### src/hw/temp_alarm_map.svh
// register offsets, reset values and field positions of the alarm threshold bank
`ifndef TEMP_ALARM_MAP_SVH
`define TEMP_ALARM_MAP_SVH
`define ADDR_ALARM3_CHANNEL_MASK 8'h0E
`define ADDR_LOCAL_CRITICAL_LIMIT 8'h40
`define ADDR_REMOTE1_ALARM1_LIMIT 8'h41
`define ADDR_REMOTE2_ALARM1_LIMIT 8'h42
`define ADDR_REMOTE1_ALARM23_LIMIT 8'h49
`define ADDR_REMOTE2_ALARM23_LIMIT 8'h4A
`define ADDR_SHARED_ALARM_HYSTERESIS 8'h5A
`define ADDR_MAKER_IDENTITY 8'hFE
`define ADDR_SILICON_REVISION 8'hFF
`define RST_ALARM3_CHANNEL_MASK 3'h7
`define RST_LOCAL_CRITICAL_LIMIT 7'h55
`define RST_REMOTE_ALARM1_LIMIT 8'h6E
`define RST_REMOTE_ALARM23_LIMIT 8'h55
`define RST_SHARED_ALARM_HYSTERESIS 5'h0A
`define MASK_W 3
`define LOCAL_LIMIT_W 7
`define HYST_W 5
`define BIT_LOCAL_BLOCK 0
`define BIT_REMOTE1_BLOCK 1
`define BIT_REMOTE2_BLOCK 2
`endif

### src/hw/temp_alarm_pkg.sv
// types shared by the alarm threshold bank
`default_nettype none
package temp_alarm_pkg;
   typedef logic [7:0] temp_t;
   typedef logic [7:0] reg_byte_t;
endpackage
`default_nettype wire

### src/hw/alarm_channel_compare.sv
// one channel comparator with falling-side hysteresis
`default_nettype none
module alarm_channel_compare #(
   parameter int TEMP_W = 8
) (
   input wire logic i_core_clk,
   input wire logic i_nrst,
   input wire logic [TEMP_W-1:0] i_reading,
   input wire logic [TEMP_W-1:0] i_limit,
   input wire logic [4:0] i_hyst,
   output logic o_status
);
   // the hysteresis field is five bits wide, so narrower readings cannot be served
   if (TEMP_W < 5) begin : g_width_check
      $error("TEMP_W too small");
   end
   // one extra bit flags the borrow when hysteresis exceeds the limit, which then blocks clearing
   logic [TEMP_W:0] clear_level;
   assign clear_level = {1'b0, i_limit} - {{(TEMP_W-4){1'b0}}, i_hyst};
   // ----------------------------------------
   // status flag
   // ----------------------------------------
   // sets at or above limit, clears only below limit minus hysteresis
   always_ff @(posedge i_core_clk or negedge i_nrst) begin
      if (!i_nrst) begin
         o_status <= 1'b0;
      end else if ({1'b0, i_reading} >= {1'b0, i_limit}) begin
         o_status <= 1'b1;
      end else if (!clear_level[TEMP_W] && ({1'b0, i_reading} < clear_level)) begin
         o_status <= 1'b0;
      end
   end
endmodule
`default_nettype wire

### src/hw/temp_alarm_threshold_regs.sv
// alarm threshold register bank, compare and active-low alarm outputs
`include "temp_alarm_map.svh"
`default_nettype none
module temp_alarm_threshold_regs #(
   parameter logic [7:0] MAKER_ID = 8'h5A, // arbitrary value
   parameter logic [7:0] SILICON_REVISION = 8'h10 // arbitrary value
) (
   input wire logic i_core_clk,
   input wire logic i_nrst,
   input wire logic [7:0] i_reg_addr,
   input wire logic i_reg_wr,
   input wire logic [7:0] i_reg_wdata,
   output logic [7:0] o_reg_rdata,
   input wire logic [7:0] i_local_temp,
   input wire logic [7:0] i_remote1_temp,
   input wire logic [7:0] i_remote2_temp,
   input wire logic [2:0] i_alarm1_mask,
   input wire logic [2:0] i_alarm2_mask,
   output logic [2:0] o_alarm1_status,
   output logic [2:0] o_alarm23_status,
   output logic o_alarm_out_first_n,
   output logic o_alarm_out_second_n,
   output logic o_alarm_out_third_n
);
   logic [`MASK_W-1:0] alarm3_channel_mask;
   logic [`LOCAL_LIMIT_W-1:0] local_critical_limit;
   temp_alarm_pkg::temp_t remote1_alarm1_limit;
   temp_alarm_pkg::temp_t remote2_alarm1_limit;
   temp_alarm_pkg::temp_t remote1_alarm23_limit;
   temp_alarm_pkg::temp_t remote2_alarm23_limit;
   logic [`HYST_W-1:0] shared_alarm_hysteresis;
   temp_alarm_pkg::reg_byte_t next_rdata;
   logic [2:0] next_alarm_out;

   // ----------------------------------------
   // writable registers
   // ----------------------------------------
   // one enable per register; identity and unmapped addresses decode to none,
   // so a write there is dropped without touching any state
   logic wr_mask;
   logic wr_local;
   logic wr_r1_a1;
   logic wr_r2_a1;
   logic wr_r1_a23;
   logic wr_r2_a23;
   logic wr_hyst;
   assign wr_mask = i_reg_wr && (i_reg_addr == `ADDR_ALARM3_CHANNEL_MASK);
   assign wr_local = i_reg_wr && (i_reg_addr == `ADDR_LOCAL_CRITICAL_LIMIT);
   assign wr_r1_a1 = i_reg_wr && (i_reg_addr == `ADDR_REMOTE1_ALARM1_LIMIT);
   assign wr_r2_a1 = i_reg_wr && (i_reg_addr == `ADDR_REMOTE2_ALARM1_LIMIT);
   assign wr_r1_a23 = i_reg_wr && (i_reg_addr == `ADDR_REMOTE1_ALARM23_LIMIT);
   assign wr_r2_a23 = i_reg_wr && (i_reg_addr == `ADDR_REMOTE2_ALARM23_LIMIT);
   assign wr_hyst = i_reg_wr && (i_reg_addr == `ADDR_SHARED_ALARM_HYSTERESIS);

   // third alarm mask; only the block bits are stored, so reserved bits cannot change
   always_ff @(posedge i_core_clk or negedge i_nrst) begin
      if (!i_nrst) begin
         alarm3_channel_mask <= `RST_ALARM3_CHANNEL_MASK;
      end else if (wr_mask) begin
         alarm3_channel_mask <= i_reg_wdata[`MASK_W-1:0];
      end
   end

   // local limit; bit 7 is not stored, which caps the limit at 127
   always_ff @(posedge i_core_clk or negedge i_nrst) begin
      if (!i_nrst) begin
         local_critical_limit <= `RST_LOCAL_CRITICAL_LIMIT;
      end else if (wr_local) begin
         local_critical_limit <= i_reg_wdata[`LOCAL_LIMIT_W-1:0];
      end
   end

   // remote 1 limit for the first alarm only
   always_ff @(posedge i_core_clk or negedge i_nrst) begin
      if (!i_nrst) begin
         remote1_alarm1_limit <= `RST_REMOTE_ALARM1_LIMIT;
      end else if (wr_r1_a1) begin
         remote1_alarm1_limit <= i_reg_wdata;
      end
   end

   // remote 2 limit for the first alarm only
   always_ff @(posedge i_core_clk or negedge i_nrst) begin
      if (!i_nrst) begin
         remote2_alarm1_limit <= `RST_REMOTE_ALARM1_LIMIT;
      end else if (wr_r2_a1) begin
         remote2_alarm1_limit <= i_reg_wdata;
      end
   end

   // remote 1 limit shared by second and third alarms
   always_ff @(posedge i_core_clk or negedge i_nrst) begin
      if (!i_nrst) begin
         remote1_alarm23_limit <= `RST_REMOTE_ALARM23_LIMIT;
      end else if (wr_r1_a23) begin
         remote1_alarm23_limit <= i_reg_wdata;
      end
   end

   // remote 2 limit shared by second and third alarms
   always_ff @(posedge i_core_clk or negedge i_nrst) begin
      if (!i_nrst) begin
         remote2_alarm23_limit <= `RST_REMOTE_ALARM23_LIMIT;
      end else if (wr_r2_a23) begin
         remote2_alarm23_limit <= i_reg_wdata;
      end
   end

   // common hysteresis; a new value takes effect on the next compare edge
   always_ff @(posedge i_core_clk or negedge i_nrst) begin
      if (!i_nrst) begin
         shared_alarm_hysteresis <= `RST_SHARED_ALARM_HYSTERESIS;
      end else if (wr_hyst) begin
         shared_alarm_hysteresis <= i_reg_wdata[`HYST_W-1:0];
      end
   end

   // ----------------------------------------
   // read mux
   // ----------------------------------------
   // unmapped addresses read zero
   always_comb begin
      next_rdata = 8'h00;
      unique case (i_reg_addr)
         `ADDR_ALARM3_CHANNEL_MASK: next_rdata = {5'h00, alarm3_channel_mask};
         `ADDR_LOCAL_CRITICAL_LIMIT: next_rdata = {1'b0, local_critical_limit};
         `ADDR_REMOTE1_ALARM1_LIMIT: next_rdata = remote1_alarm1_limit;
         `ADDR_REMOTE2_ALARM1_LIMIT: next_rdata = remote2_alarm1_limit;
         `ADDR_REMOTE1_ALARM23_LIMIT: next_rdata = remote1_alarm23_limit;
         `ADDR_REMOTE2_ALARM23_LIMIT: next_rdata = remote2_alarm23_limit;
         `ADDR_SHARED_ALARM_HYSTERESIS: next_rdata = {3'h0, shared_alarm_hysteresis};
         `ADDR_MAKER_IDENTITY: next_rdata = MAKER_ID;
         `ADDR_SILICON_REVISION: next_rdata = SILICON_REVISION;
         default: next_rdata = 8'h00;
      endcase
   end

   // registered read data, one cycle after the address
   always_ff @(posedge i_core_clk or negedge i_nrst) begin
      if (!i_nrst) begin
         o_reg_rdata <= 8'h00;
      end else begin
         o_reg_rdata <= next_rdata;
      end
   end

   // ----------------------------------------
   // channel comparators
   // ----------------------------------------
   // local status is shared by all outputs since one local limit serves them
   alarm_channel_compare #(.TEMP_W(8)) u_local (
      .i_core_clk(i_core_clk),
      .i_nrst(i_nrst),
      .i_reading(i_local_temp),
      .i_limit({1'b0, local_critical_limit}),
      .i_hyst(shared_alarm_hysteresis),
      .o_status(o_alarm1_status[`BIT_LOCAL_BLOCK])
   );
   assign o_alarm23_status[`BIT_LOCAL_BLOCK] = o_alarm1_status[`BIT_LOCAL_BLOCK];

   alarm_channel_compare #(.TEMP_W(8)) u_r1_a1 (
      .i_core_clk(i_core_clk),
      .i_nrst(i_nrst),
      .i_reading(i_remote1_temp),
      .i_limit(remote1_alarm1_limit),
      .i_hyst(shared_alarm_hysteresis),
      .o_status(o_alarm1_status[`BIT_REMOTE1_BLOCK])
   );
   alarm_channel_compare #(.TEMP_W(8)) u_r2_a1 (
      .i_core_clk(i_core_clk),
      .i_nrst(i_nrst),
      .i_reading(i_remote2_temp),
      .i_limit(remote2_alarm1_limit),
      .i_hyst(shared_alarm_hysteresis),
      .o_status(o_alarm1_status[`BIT_REMOTE2_BLOCK])
   );
   alarm_channel_compare #(.TEMP_W(8)) u_r1_a23 (
      .i_core_clk(i_core_clk),
      .i_nrst(i_nrst),
      .i_reading(i_remote1_temp),
      .i_limit(remote1_alarm23_limit),
      .i_hyst(shared_alarm_hysteresis),
      .o_status(o_alarm23_status[`BIT_REMOTE1_BLOCK])
   );
   alarm_channel_compare #(.TEMP_W(8)) u_r2_a23 (
      .i_core_clk(i_core_clk),
      .i_nrst(i_nrst),
      .i_reading(i_remote2_temp),
      .i_limit(remote2_alarm23_limit),
      .i_hyst(shared_alarm_hysteresis),
      .o_status(o_alarm23_status[`BIT_REMOTE2_BLOCK])
   );

   // ----------------------------------------
   // alarm outputs
   // ----------------------------------------
   // a set mask bit blocks the channel; outputs active low
   assign next_alarm_out[0] = |(o_alarm1_status & ~i_alarm1_mask);
   assign next_alarm_out[1] = |(o_alarm23_status & ~i_alarm2_mask);
   assign next_alarm_out[2] = |(o_alarm23_status & ~alarm3_channel_mask);

   // pins registered to keep them glitch free
   always_ff @(posedge i_core_clk or negedge i_nrst) begin
      if (!i_nrst) begin
         o_alarm_out_first_n <= 1'b1;
         o_alarm_out_second_n <= 1'b1;
         o_alarm_out_third_n <= 1'b1;
      end else begin
         o_alarm_out_first_n <= ~next_alarm_out[0];
         o_alarm_out_second_n <= ~next_alarm_out[1];
         o_alarm_out_third_n <= ~next_alarm_out[2];
      end
   end
endmodule
`default_nettype wire

### config.mk
export PLATFORM = sky130hd
export DESIGN_NAME = temp_alarm_threshold_regs
export DESIGN_NICKNAME = d
export VERILOG_FILES = /design/src/hw/temp_alarm_pkg.sv /design/src/hw/alarm_channel_compare.sv /design/src/hw/temp_alarm_threshold_regs.sv
export VERILOG_INCLUDE_DIRS = /design/src /design/src/hw
export SDC_FILE = /design/constraint.sdc
export NUM_CORES = 1
export LEC_CHECK = 0
export BUFFER_PORTS_ARGS = -buffer_cell sky130_fd_sc_hd__buf_2
export CORE_ASPECT_RATIO = 2
export CORE_UTILIZATION = 60
export CTS_BUF_LIST = sky130_fd_sc_hd__clkbuf_16
export DETAILED_ROUTE_END_ITERATION = 10
export PLACE_DENSITY = 0.82
export SYNTH_ARGS = -nofsm -noshare
export SYNTH_HDL_FRONTEND = slang
export SYNTH_SLANG_ARGS = --single-unit
### constraint.sdc
create_clock -name i_core_clk -period 3.75 [get_ports i_core_clk]
set_input_delay 0.1875 -clock i_core_clk [delete_from_list [all_inputs] [get_ports i_core_clk]]
set_output_delay 0.1875 -clock i_core_clk [all_outputs]
set_load 0.02 [all_outputs]
==> results.md, run 1 <==
- CP Max Fanout: 8
- Top Layer Used: met4
- Static Leak: 0.00286 uW
- Vias: 4,703
- Placed Cells: 732
- # port buffers: 65
- CTS tree: yes
- Final instance area: 6310 um^2
- Violated checks: negative hold slack
- Initial core utilization: 62.3%
- Worst Tran Pin Value: 0.930 ns
- Peak VDD IR: 0.000357 V
- Startpoint Class: register
- Layout Skew: 0.00826 ns
- Cts hold-fix bufs: 0
- Setup Fix Bufs, Post-CTS: 0
- F_max: 311 MHz
- Crit Path Category: reg -> reg
- Vias in the first global route: 5,047
- Worst-path clk slew: 0.06 ns
- Core area: 9010 um^2
- Non-Filler Instances: 748
- Ys flop type: dfrtp_1
- Placer Congestion: 0.948
- Die Y: 139 um
- Cts repair resizes: 0
- Setup violators final: 0
- Sequential cell area: 1610 um^2
- Cell Area, Synth: 5620 um^2
- Area of the multi-input gates: 3680 um^2
- Top Ports: 66
- Total clock buffers created by CTS: 9
- First-pass GRT wire length: 23,500 um
- Crit path capture type: register
- Met3 WL post-DR: 715 um
- Clock sinks: 63
- Congestion Overflow GR: 0
- Die width: 70.4 um
- Sequential share of the synthesized area: 28.7%
- CP Data Arrival Time: 3.43 ns
- Top cell by count, worst path: ha_1
- Post-DP HPWL: 11,500 um
- Crit path from: shared_alarm_hysteresis[1]
- R2r setup slk: 0.53 ns
- Power per Cell Area: 393 nW/um^2
- DIE AREA: 9780 um^2
- Reg-to-Reg End: u_local.o_status
- Max_cap viols: 0
- Average wire per standard cell: 19.2 um
- Post-synthesis register bit count: 63
- Period utilization: 85.8%
- EDFF count, synth: 0
- Ys async rst share: 100%
- Max Root-Sink Buffers: 2
- Met2 Wirelength: 7540 um
- Syn_area_per_cell: 9.73 um^2
- Final worst slack: 0.532 ns
- Most frequent cells in the layout: ha_1 (98), buf_2 (65), inv_1 (60)
- H-Tree Depth: 3
- Layout cell share with drive strength beyond 1: 25.5%
- Max-slew violations: 0
- FP Rows: 49
- Post-place setup slack: 0.641 ns
- Worst path slowest cell: dfstp_2
- Clk_lat worst skew: 0.34 ns
- DR iter-0 viols: 251
- N_diodes: 0
- Total wire length: 14,400 um
- Synthesized Nets: 729
- Reg2reg path depth: 12
- Cell breakdown of the critical path: inv_1 > ha_1 > nor2b_1 > o31a_1 > o21a_1 > nor2_1 > xnor2_1 > ha_1 > a21oi_1 > o221ai_1 > o31ai_1 > nand3_1
- Drt first pass iters: 7
- Most common cell after layout, fill and taps aside: ha_1
- Slew headroom: 38.0%
- HP Class: in -> async
- Dpl cell area: 5980 um^2
- Synth Instances: 577
- Vias/cell: 6.29
- Clock Root Buffer: clkbuf_16
- Min Tclk post-route: 3.22 ns
- DRT met1 WL: 5160 um
- RSZ-0062 raised after global routing: no
- Reg2reg start: shared_alarm_hysteresis[1]
- Critical path's largest stage delay: 0.71 ns
- Crit path to: u_local.o_status
- Layout area overhead: 12.3%
- Min Hold Slack: -0.0160 ns
- Fillers: 641
- Warnings, synthesis: 0
- Final #Nets: 793
- Global Route Usage Sum: 31.1%
- TNS Setup: 0 ns
- Final ANT Viol Nets: 0
- Status: finished with violations
- Residual DRC: 0
- Post-synth cell types: 55
- Final Hold Fails: 20
- Initial antenna violation count: 0
- Largest net degree at the start of global routing: 40
- Data required, critical path: 3.96 ns
==> Yosys cell counts, drive strengths merged (13+ instances only) <==
cell | number | area share, %
inv | 60 | 4.0
nand2 | 42 | 3.1
a211oi | 18 | 2.4
xnor2 | 19 | 3.0
a21oi | 24 | 2.1
nor2 | 27 | 2.0
ha | 98 | 22
dfstp | 30 | 14
nor2b | 13 | 1.6
o21ai | 38 | 3.4
mux2 | 44 | 9.4
dfrtp | 33 | 15
==> worst max-delay path: cells and delay by family (launching register included) <==
family / cells / cell delay [ns]
and+or+nand+nor: 3 / 0.37
xor gates and xnor gates: 1 / 0.14
buffers and inverters: 1 / 0.21
AOI/OAI and AO/OA: 5 / 1.07
adders and majority gates: 2 / 0.58
DFF: 1 / 0.71
==> worst min path at each step <==
stage               cells after the start   start                 endpoint
floorplan                               0  i_nrst  local_critical_limit[1]
global placement                        1  i_nrst         u_r1_a1.o_status
detailed placement                      1  i_nrst         u_r1_a1.o_status
CTS                                     1  i_nrst         u_r1_a1.o_status
global route                            1  i_nrst         u_r1_a1.o_status
finish                                  1  i_nrst         u_r1_a1.o_status
==> cells by family (layout without fill, tap and decap cells) <==
family	after synthesis	count (layout)	share of synthesized area, %
xor gates and xnor gates	24	24	3.74
AOI/OAI and AO/OA	124	124	14.2
and+or+nand+nor	139	139	13.4
adders and majority gates	103	103	23.6
muxes	51	51	10.6
buffers and inverters	73	142	5.70
DFF	63	63	28.7
==> flip-flops by register name (all words and copies together) (netlist names) <==
| register | flops |
|---|---|
| alarm3_channel_mask | 3 |
| remote2_alarm23_limit | 8 |
| u_r1_a1.o_status | 1 |
| u_r2_a1.o_status | 1 |
| remote1_alarm23_limit | 8 |
| o_alarm_out_second_n | 1 |
| remote1_alarm1_limit | 8 |
| remote2_alarm1_limit | 8 |
| o_alarm_out_third_n | 1 |
| o_reg_rdata | 8 |
| u_r2_a23.o_status | 1 |
| u_r1_a23.o_status | 1 |
| o_alarm_out_first_n | 1 |
| local_critical_limit | 7 |
| shared_alarm_hysteresis | 5 |
| u_local.o_status | 1 |
==> per-layer routing <==
metal | vias up | GRT usage, %
li1 | 2225 | -
met1 | 2237 | 31.6
met2 | 177 | 55.2
met3 | 64 | 5.45
met4 | 0 | 22.5
met5 | - | 0
==> layout make-up <==
cell class,instances,share of cell area (%)
Inverter,60,3.57
Timing Repair Buffer,66,5.28
Clock inverter,7,1.61
Clock buffer,9,3.57
Multi-Input combinational cell,441,58.4
Tap cell,102,2.02
Sequential cell,63,25.6
==> power breakdown <==
group / leakage [uW] / total, uW / internal, uW / switching (uW)
registers: 0.000746 / 795 / 736 / 59.5
logic: 0.00197 / 760 / 344 / 416
clock network: 0.000153 / 921 / 588 / 333
total: 0.00286 / 2480 / 1670 / 809
==> through the flow <==
step / utilization, % / total power [uW]
after floorplan: - / 1340
after global routing: 70.0 / 2620
after CTS: 70.0 / 2480
final: 70.0 / 2480
after detailed placement: 66.4 / 1560
after global placement: 66.4 / 1510
Power figures use the tool's default switching activity.
==> run 2: changes to the inputs <==
- CORE_ASPECT_RATIO: 2 -> 0.6
==> results.md, run 2 (synthesized netlist as in run 1, its figures left out) <==
- Status: finished clean
- Worst-path clk slew: 0.06 ns (about the same)
- Reg2reg start: shared_alarm_hysteresis[1]
- Cts repair resizes: 0 (unchanged)
- Min Hold Slack: 0.0627 ns (+0.0787 ns)
- Final #Nets: 794 (+0.13%)
- CP Max Fanout: 8 (unchanged)
- # port buffers: 65 (unchanged)
- Initial core utilization: 63.9% (+1.6 points)
- Largest net degree at the start of global routing: 38 (-5.0%)
- Average wire per standard cell: 19.7 um (+2.5%)
- Placed Cells: 742 (+1.4%)
- Max-slew violations: 0 (unchanged)
- First-pass GRT wire length: 23,800 um (+1.4%)
- Non-Filler Instances: 759 (+1.5%)
- Clk_lat worst skew: 0.34 ns (about the same)
- Setup violators final: 0 (unchanged)
- Power per Cell Area: 383 nW/um^2 (-2.4%)
- Die Y: 76.9 um (-45%)
- Reg2reg path depth: 12 (unchanged)
- Top Ports: 66 (unchanged)
- Initial antenna violation count: 0 (unchanged)
- CTS tree: yes
- HP Class: in -> reg
- Slew headroom: 60.6% (+23 points)
- Max Root-Sink Buffers: 2 (unchanged)
- N_diodes: 0 (unchanged)
- Max_cap viols: 0 (unchanged)
- Residual DRC: 0 (unchanged)
- Clock sinks: 63 (unchanged)
- Congestion Overflow GR: 0 (unchanged)
- Crit path to: u_r2_a1.o_status
- Placer Congestion: 0.948 (unchanged)
- Data required, critical path: 4.02 ns (+0.06 ns)
- Layout Skew: 0.00677 ns (-0.00149 ns)
- R2r setup slk: 0.56 ns (+0.03 ns)
- Dpl cell area: 5990 um^2 (+0.21%)
- F_max: 314 MHz (+0.92%)
- Vias: 4,676 (-0.57%)
- Most frequent cells in the layout: ha_1 (98), buf_2 (65), inv_1 (60)
- Period utilization: 85.0% (-0.79 points)
- Core area: 8780 um^2 (-2.5%)
- Post-DP HPWL: 11,900 um (+4.1%)
- Layout cell share with drive strength beyond 1: 25.5% (-0.039 points)
- Reg-to-Reg End: u_r2_a1.o_status
- Layout area overhead: 12.3% (about the same)
- Drt first pass iters: 5 (-2)
- Peak VDD IR: 0.000312 V (-12%)
- Min Tclk post-route: 3.19 ns (-0.0295 ns)
- Most common cell after layout, fill and taps aside: ha_1
- DR iter-0 viols: 390 (+55%)
- Vias/cell: 6.16 (-2.0%)
- FP Rows: 26 (-47%)
- Crit path capture type: register
- Vias in the first global route: 4,524 (-10%)
- Final ANT Viol Nets: 0 (unchanged)
- DIE AREA: 9760 um^2 (-0.11%)
- Total clock buffers created by CTS: 9 (unchanged)
- Worst Tran Pin Value: 0.591 ns (-0.339 ns)
- H-Tree Depth: 3 (unchanged)
- Crit path from: shared_alarm_hysteresis[1]
- TNS Setup: 0 ns (unchanged)
- RSZ-0062 raised after global routing: no
- Total wire length: 14,900 um (+4.0%)
- Final Hold Fails: 0 (-100%)
- Startpoint Class: register
- CP Data Arrival Time: 3.46 ns (+0.03 ns)
- Crit Path Category: reg -> reg
- Die width: 127 um (+80%)
- Final instance area: 6310 um^2 (about the same)
- Clock Root Buffer: clkbuf_16
- Static Leak: 0.00286 uW (-0.22%)
- Global Route Usage Sum: 32.2% (+1.1 points)
-- run 2: cell type report --
| class | instances | area [um^2] |
|---|---|---|
| sequential | 63 | 1610 |
| multi-input combinational | 441 | 3680 |
| inverter | 60 | 225 |
| tap | 112 | 140 |
| clock buffer | 9 | 225 |
| fill | 659 | 2470 |
| timing repair buffer | 67 | 343 |
| clock inverter | 7 | 80.1 |
-- run 2: what timing repair did --
action / 4_1_cts / 5_1_grt
setup buffers: 0 / 0
hold buffers: 1 / 0
endpoints found under the hold margin: 15 / 0
-- run 2: stage by stage --
stage / setup slack (ns) / util (%) / power, uW
detailed placement: 0.621 / 68.2 / 1560
global placement: 0.679 / 68.2 / 1530
floorplan: 1.03 / - / 1340
finish: 0.562 / 71.8 / 2420
global route: 0.333 / 71.8 / 2560
CTS: 0.553 / 71.8 / 2410
-- run 2: worst max-delay path: stages, from the launching register on --
cell	delay, ns
dfstp_2	0.69
inv_1	0.20
ha_1	0.30
nor2b_1	0.12
o21ai_0	0.33
a21oi_1	0.16
a211oi_1	0.30
xnor2_1	0.11
ha_1	0.30
nand4_1	0.10
a211oi_1	0.28
o211ai_1	0.14
nand4_1	0.08
-- run 2: where the power goes --
group,switching [uW],internal [uW],leakage (uW)
Combinational,429,344,0.00197
Clock,326,521,0.000143
Sequential,63.4,736,0.000746
-- run 2: layer usage --
layer | vias to the layer above | routed length (um) | part of all wire, % | GRT usage [%]
met1 | 2243 | 7400 | 50 | 48.0
li1 | 2213 | - | - | -
met3 | 17 | 1390 | 9.3 | 9.42
met2 | 203 | 6030 | 40 | 46.1
met4 | 0 | 116 | 0.78 | 5.36
met5 | - | 0 | 0 | 0
-- run 2: worst min path at each step --
stage	from	cells after the start	slack, ns	to
3_5_place_dp	i_nrst	1	0.22	u_r1_a23.o_status
4_1_cts	i_alarm1_mask[2]	3	0.06	o_alarm_out_first_n
2_1_floorplan	i_nrst	0	-0.11	local_critical_limit[1]
6_report	i_alarm1_mask[2]	3	0.06	o_alarm_out_first_n
5_1_grt	i_alarm2_mask[2]	3	0.08	o_alarm_out_second_n
3_3_place_gp	i_nrst	1	0.21	u_r1_a23.o_status
==> run 3: changes to the inputs <==
- CORE_MARGIN: default -> 8
==> results.md, run 3 (synthesized netlist as in run 1, its figures left out) <==
- TNS Setup: 0 ns (unchanged)
- Clock sinks: 63 (unchanged)
- Worst-path clk slew: 0.05 ns (about the same)
- Total clock buffers created by CTS: 9 (unchanged)
- Worst path slowest cell: dfstp_2
- CP Max Fanout: 8 (unchanged)
- Die width: 141 um (+11%)
- Net switching power: 790 uW (-3.5%)
- Layout cell share with drive strength beyond 1: 25.0% (-0.46 points)
- Total wire length: 15,200 um (+1.7%)
- Initial core utilization: 61.6% (-2.4 points)
- Congestion Overflow GR: 0 (unchanged)
- FP Rows: 27 (+3.8%)
- Top delay family on crit path: compound AO/OA/AOI/OAI gates
- Final #Nets: 794 (unchanged)
- Die Y: 90.9 um (+18%)
- Final Hold Fails: 0 (unchanged)
- Clk_lat worst skew: 0.34 ns (about the same)
- Status: finished clean
- Min Hold Slack: 0.0527 ns (-0.0100 ns)
- Reg2reg path depth: 12 (unchanged)
- Power, Total: 2440 uW (+0.84%)
- Top Ports: 66 (unchanged)
- Vias in the first global route: 4,502 (-0.49%)
- Clk network pwr share: 35.7% (+0.7 points)
- Worst path bufs/invs: 1 (unchanged)
- Min Tclk post-route: 3.06 ns (-0.124 ns)
- R2r setup slk: 0.69 ns (+0.12 ns)
- F_max: 326 MHz (+4.0%)
- Crit. path cell count: 12 (unchanged)
- Critical path's largest stage delay: 0.68 ns (about the same)
- N_diodes: 0 (unchanged)
- DR iter-0 viols: 404 (+3.6%)
- Initial antenna violation count: 0 (unchanged)
- Power per Cell Area: 386 nW/um^2 (+0.74%)
- # port buffers: 65 (unchanged)
- Average wire per standard cell: 19.9 um (+1.2%)
- Setup Fix Bufs, Post-CTS: 0 (unchanged)
- First-pass GRT wire length: 24,100 um (+1.4%)
- Worst hold endpoint: o_alarm_out_first_n
- CP Data Arrival Time: 3.34 ns (-0.12 ns)
- HP Class: in -> reg
- Cts hold-fix bufs: 1 (unchanged)
- Vias: 4,709 (+0.71%)
- H-Tree Depth: 3 (unchanged)
- Hold Startpoint: i_alarm1_mask[2]
- Slew headroom: 45.6% (-15 points)
- Setup violators final: 0 (unchanged)
- Clock Root Buffer: clkbuf_16
- Static Leak: 0.00288 uW (+0.71%)
- Core area: 9120 um^2 (+3.8%)
- Reg-to-Reg End: u_r2_a1.o_status
- Period utilization: 81.7% (-3.3 points)
- Residual DRC: 0 (unchanged)
- Cell breakdown of the critical path: inv_1 > ha_1 > nor2b_1 > o21ai_0 > a21oi_1 > a211oi_1 > xnor2_1 > ha_1 > nand4_1 > a211oi_1 > o211ai_1 > nand4_1
- Startpoint Class: register
- Largest net degree at the start of global routing: 36 (-5.3%)
- Final ANT Viol Nets: 0 (unchanged)
- Pint: 1650 uW (+3.0%)
- Layout area overhead: 12.5% (about the same)
- Hold path cells: 3 (unchanged)
- Data required, critical path: 4.02 ns (about the same)
- CTS tree: yes
- Placer Congestion: 1.01 (+6.6%)
- RSZ-0062 raised after global routing: no
- Layout Skew: 0.00552 ns (-0.00125 ns)
- Post-DP HPWL: 12,200 um (+2.1%)
- Crit path capture type: register
- Reg2reg start: shared_alarm_hysteresis[1]
- Comb pwr share: 31.5% (-0.5 points)
- Max_cap viols: 0 (unchanged)
- Worst Tran Pin Value: 0.816 ns (+0.224 ns)
- Crit Path Category: reg -> reg
- Global Route Usage Sum: 23.9% (-8.3 points)
- Cts repair resizes: 0 (unchanged)
- Max Root-Sink Buffers: 2 (unchanged)
- Vias/cell: 6.17 (+0.18%)
- Most frequent cells in the layout: ha_1 (98), buf_2 (65), inv_1 (63)
- DIE AREA: 12,800 um^2 (+31%)
- Reg power frac: 32.8% (-0.3 points)
- Most common cell after layout, fill and taps aside: ha_1
- Peak VDD IR: 0.000244 V (-22%)
- Net Sw Frac: 32.4% (-1.4 points)
- Drt first pass iters: 6 (+1)
- Max-slew violations: 0 (unchanged)
==> run 3: worst max path at each step <==
stage | end | start
after floorplan | u_local.o_status | shared_alarm_hysteresis[1]
after global placement | u_r2_a23.o_status | shared_alarm_hysteresis[1]
after detailed placement | u_r2_a23.o_status | shared_alarm_hysteresis[1]
after CTS | u_r2_a1.o_status | shared_alarm_hysteresis[1]
after global routing | u_r2_a23.o_status | shared_alarm_hysteresis[1]
final | u_r2_a1.o_status | shared_alarm_hysteresis[1]
==> run 3: per-layer routing <==
metal	share of wire [%]	global-route usage [%]
met2	40	33.7
met5	0	0
met1	47	34.2
met4	1.6	6.23
met3	11	7.78
==> run 3: final cells by class <==
cell class                      instances  area, um^2
Fill cell                             676        2810
Tap cell                              116         145
Multi-Input combinational cell        441        3680
Sequential cell                        63        1610
Clock buffer                            9         225
Clock inverter                          7        81.3
Inverter                               60         225
Timing Repair Buffer                   67         343
==> run 3: worst min-delay path: cells and delay by family <==
kind / cells / cell delay [ns]
buffers and inverters: 2 / 0.13
AO/OA/AOI/OAI: 1 / 0.06
==> run 3: metrics by stage <==
stage               area (um^2)  util, %  cells  worst slack, ns
finish                     6320     69.2    763            0.685
global route               6320     69.2    763            0.455
CTS                        6320     69.2    763            0.699
detailed placement         6000     65.8    746            0.753
global placement           6000     65.8    746            0.769
floorplan                  5620        -    577             1.03
==> run 3: power groups by stage <==
stage / Clock (uW) / Combinational [uW] / Sequential, uW
global route: 906 / 861 / 805
global placement: 0 / 722 / 805
floorplan: 0 / 552 / 785
detailed placement: 0 / 753 / 808
finish: 871 / 768 / 799
CTS: 875 / 763 / 798
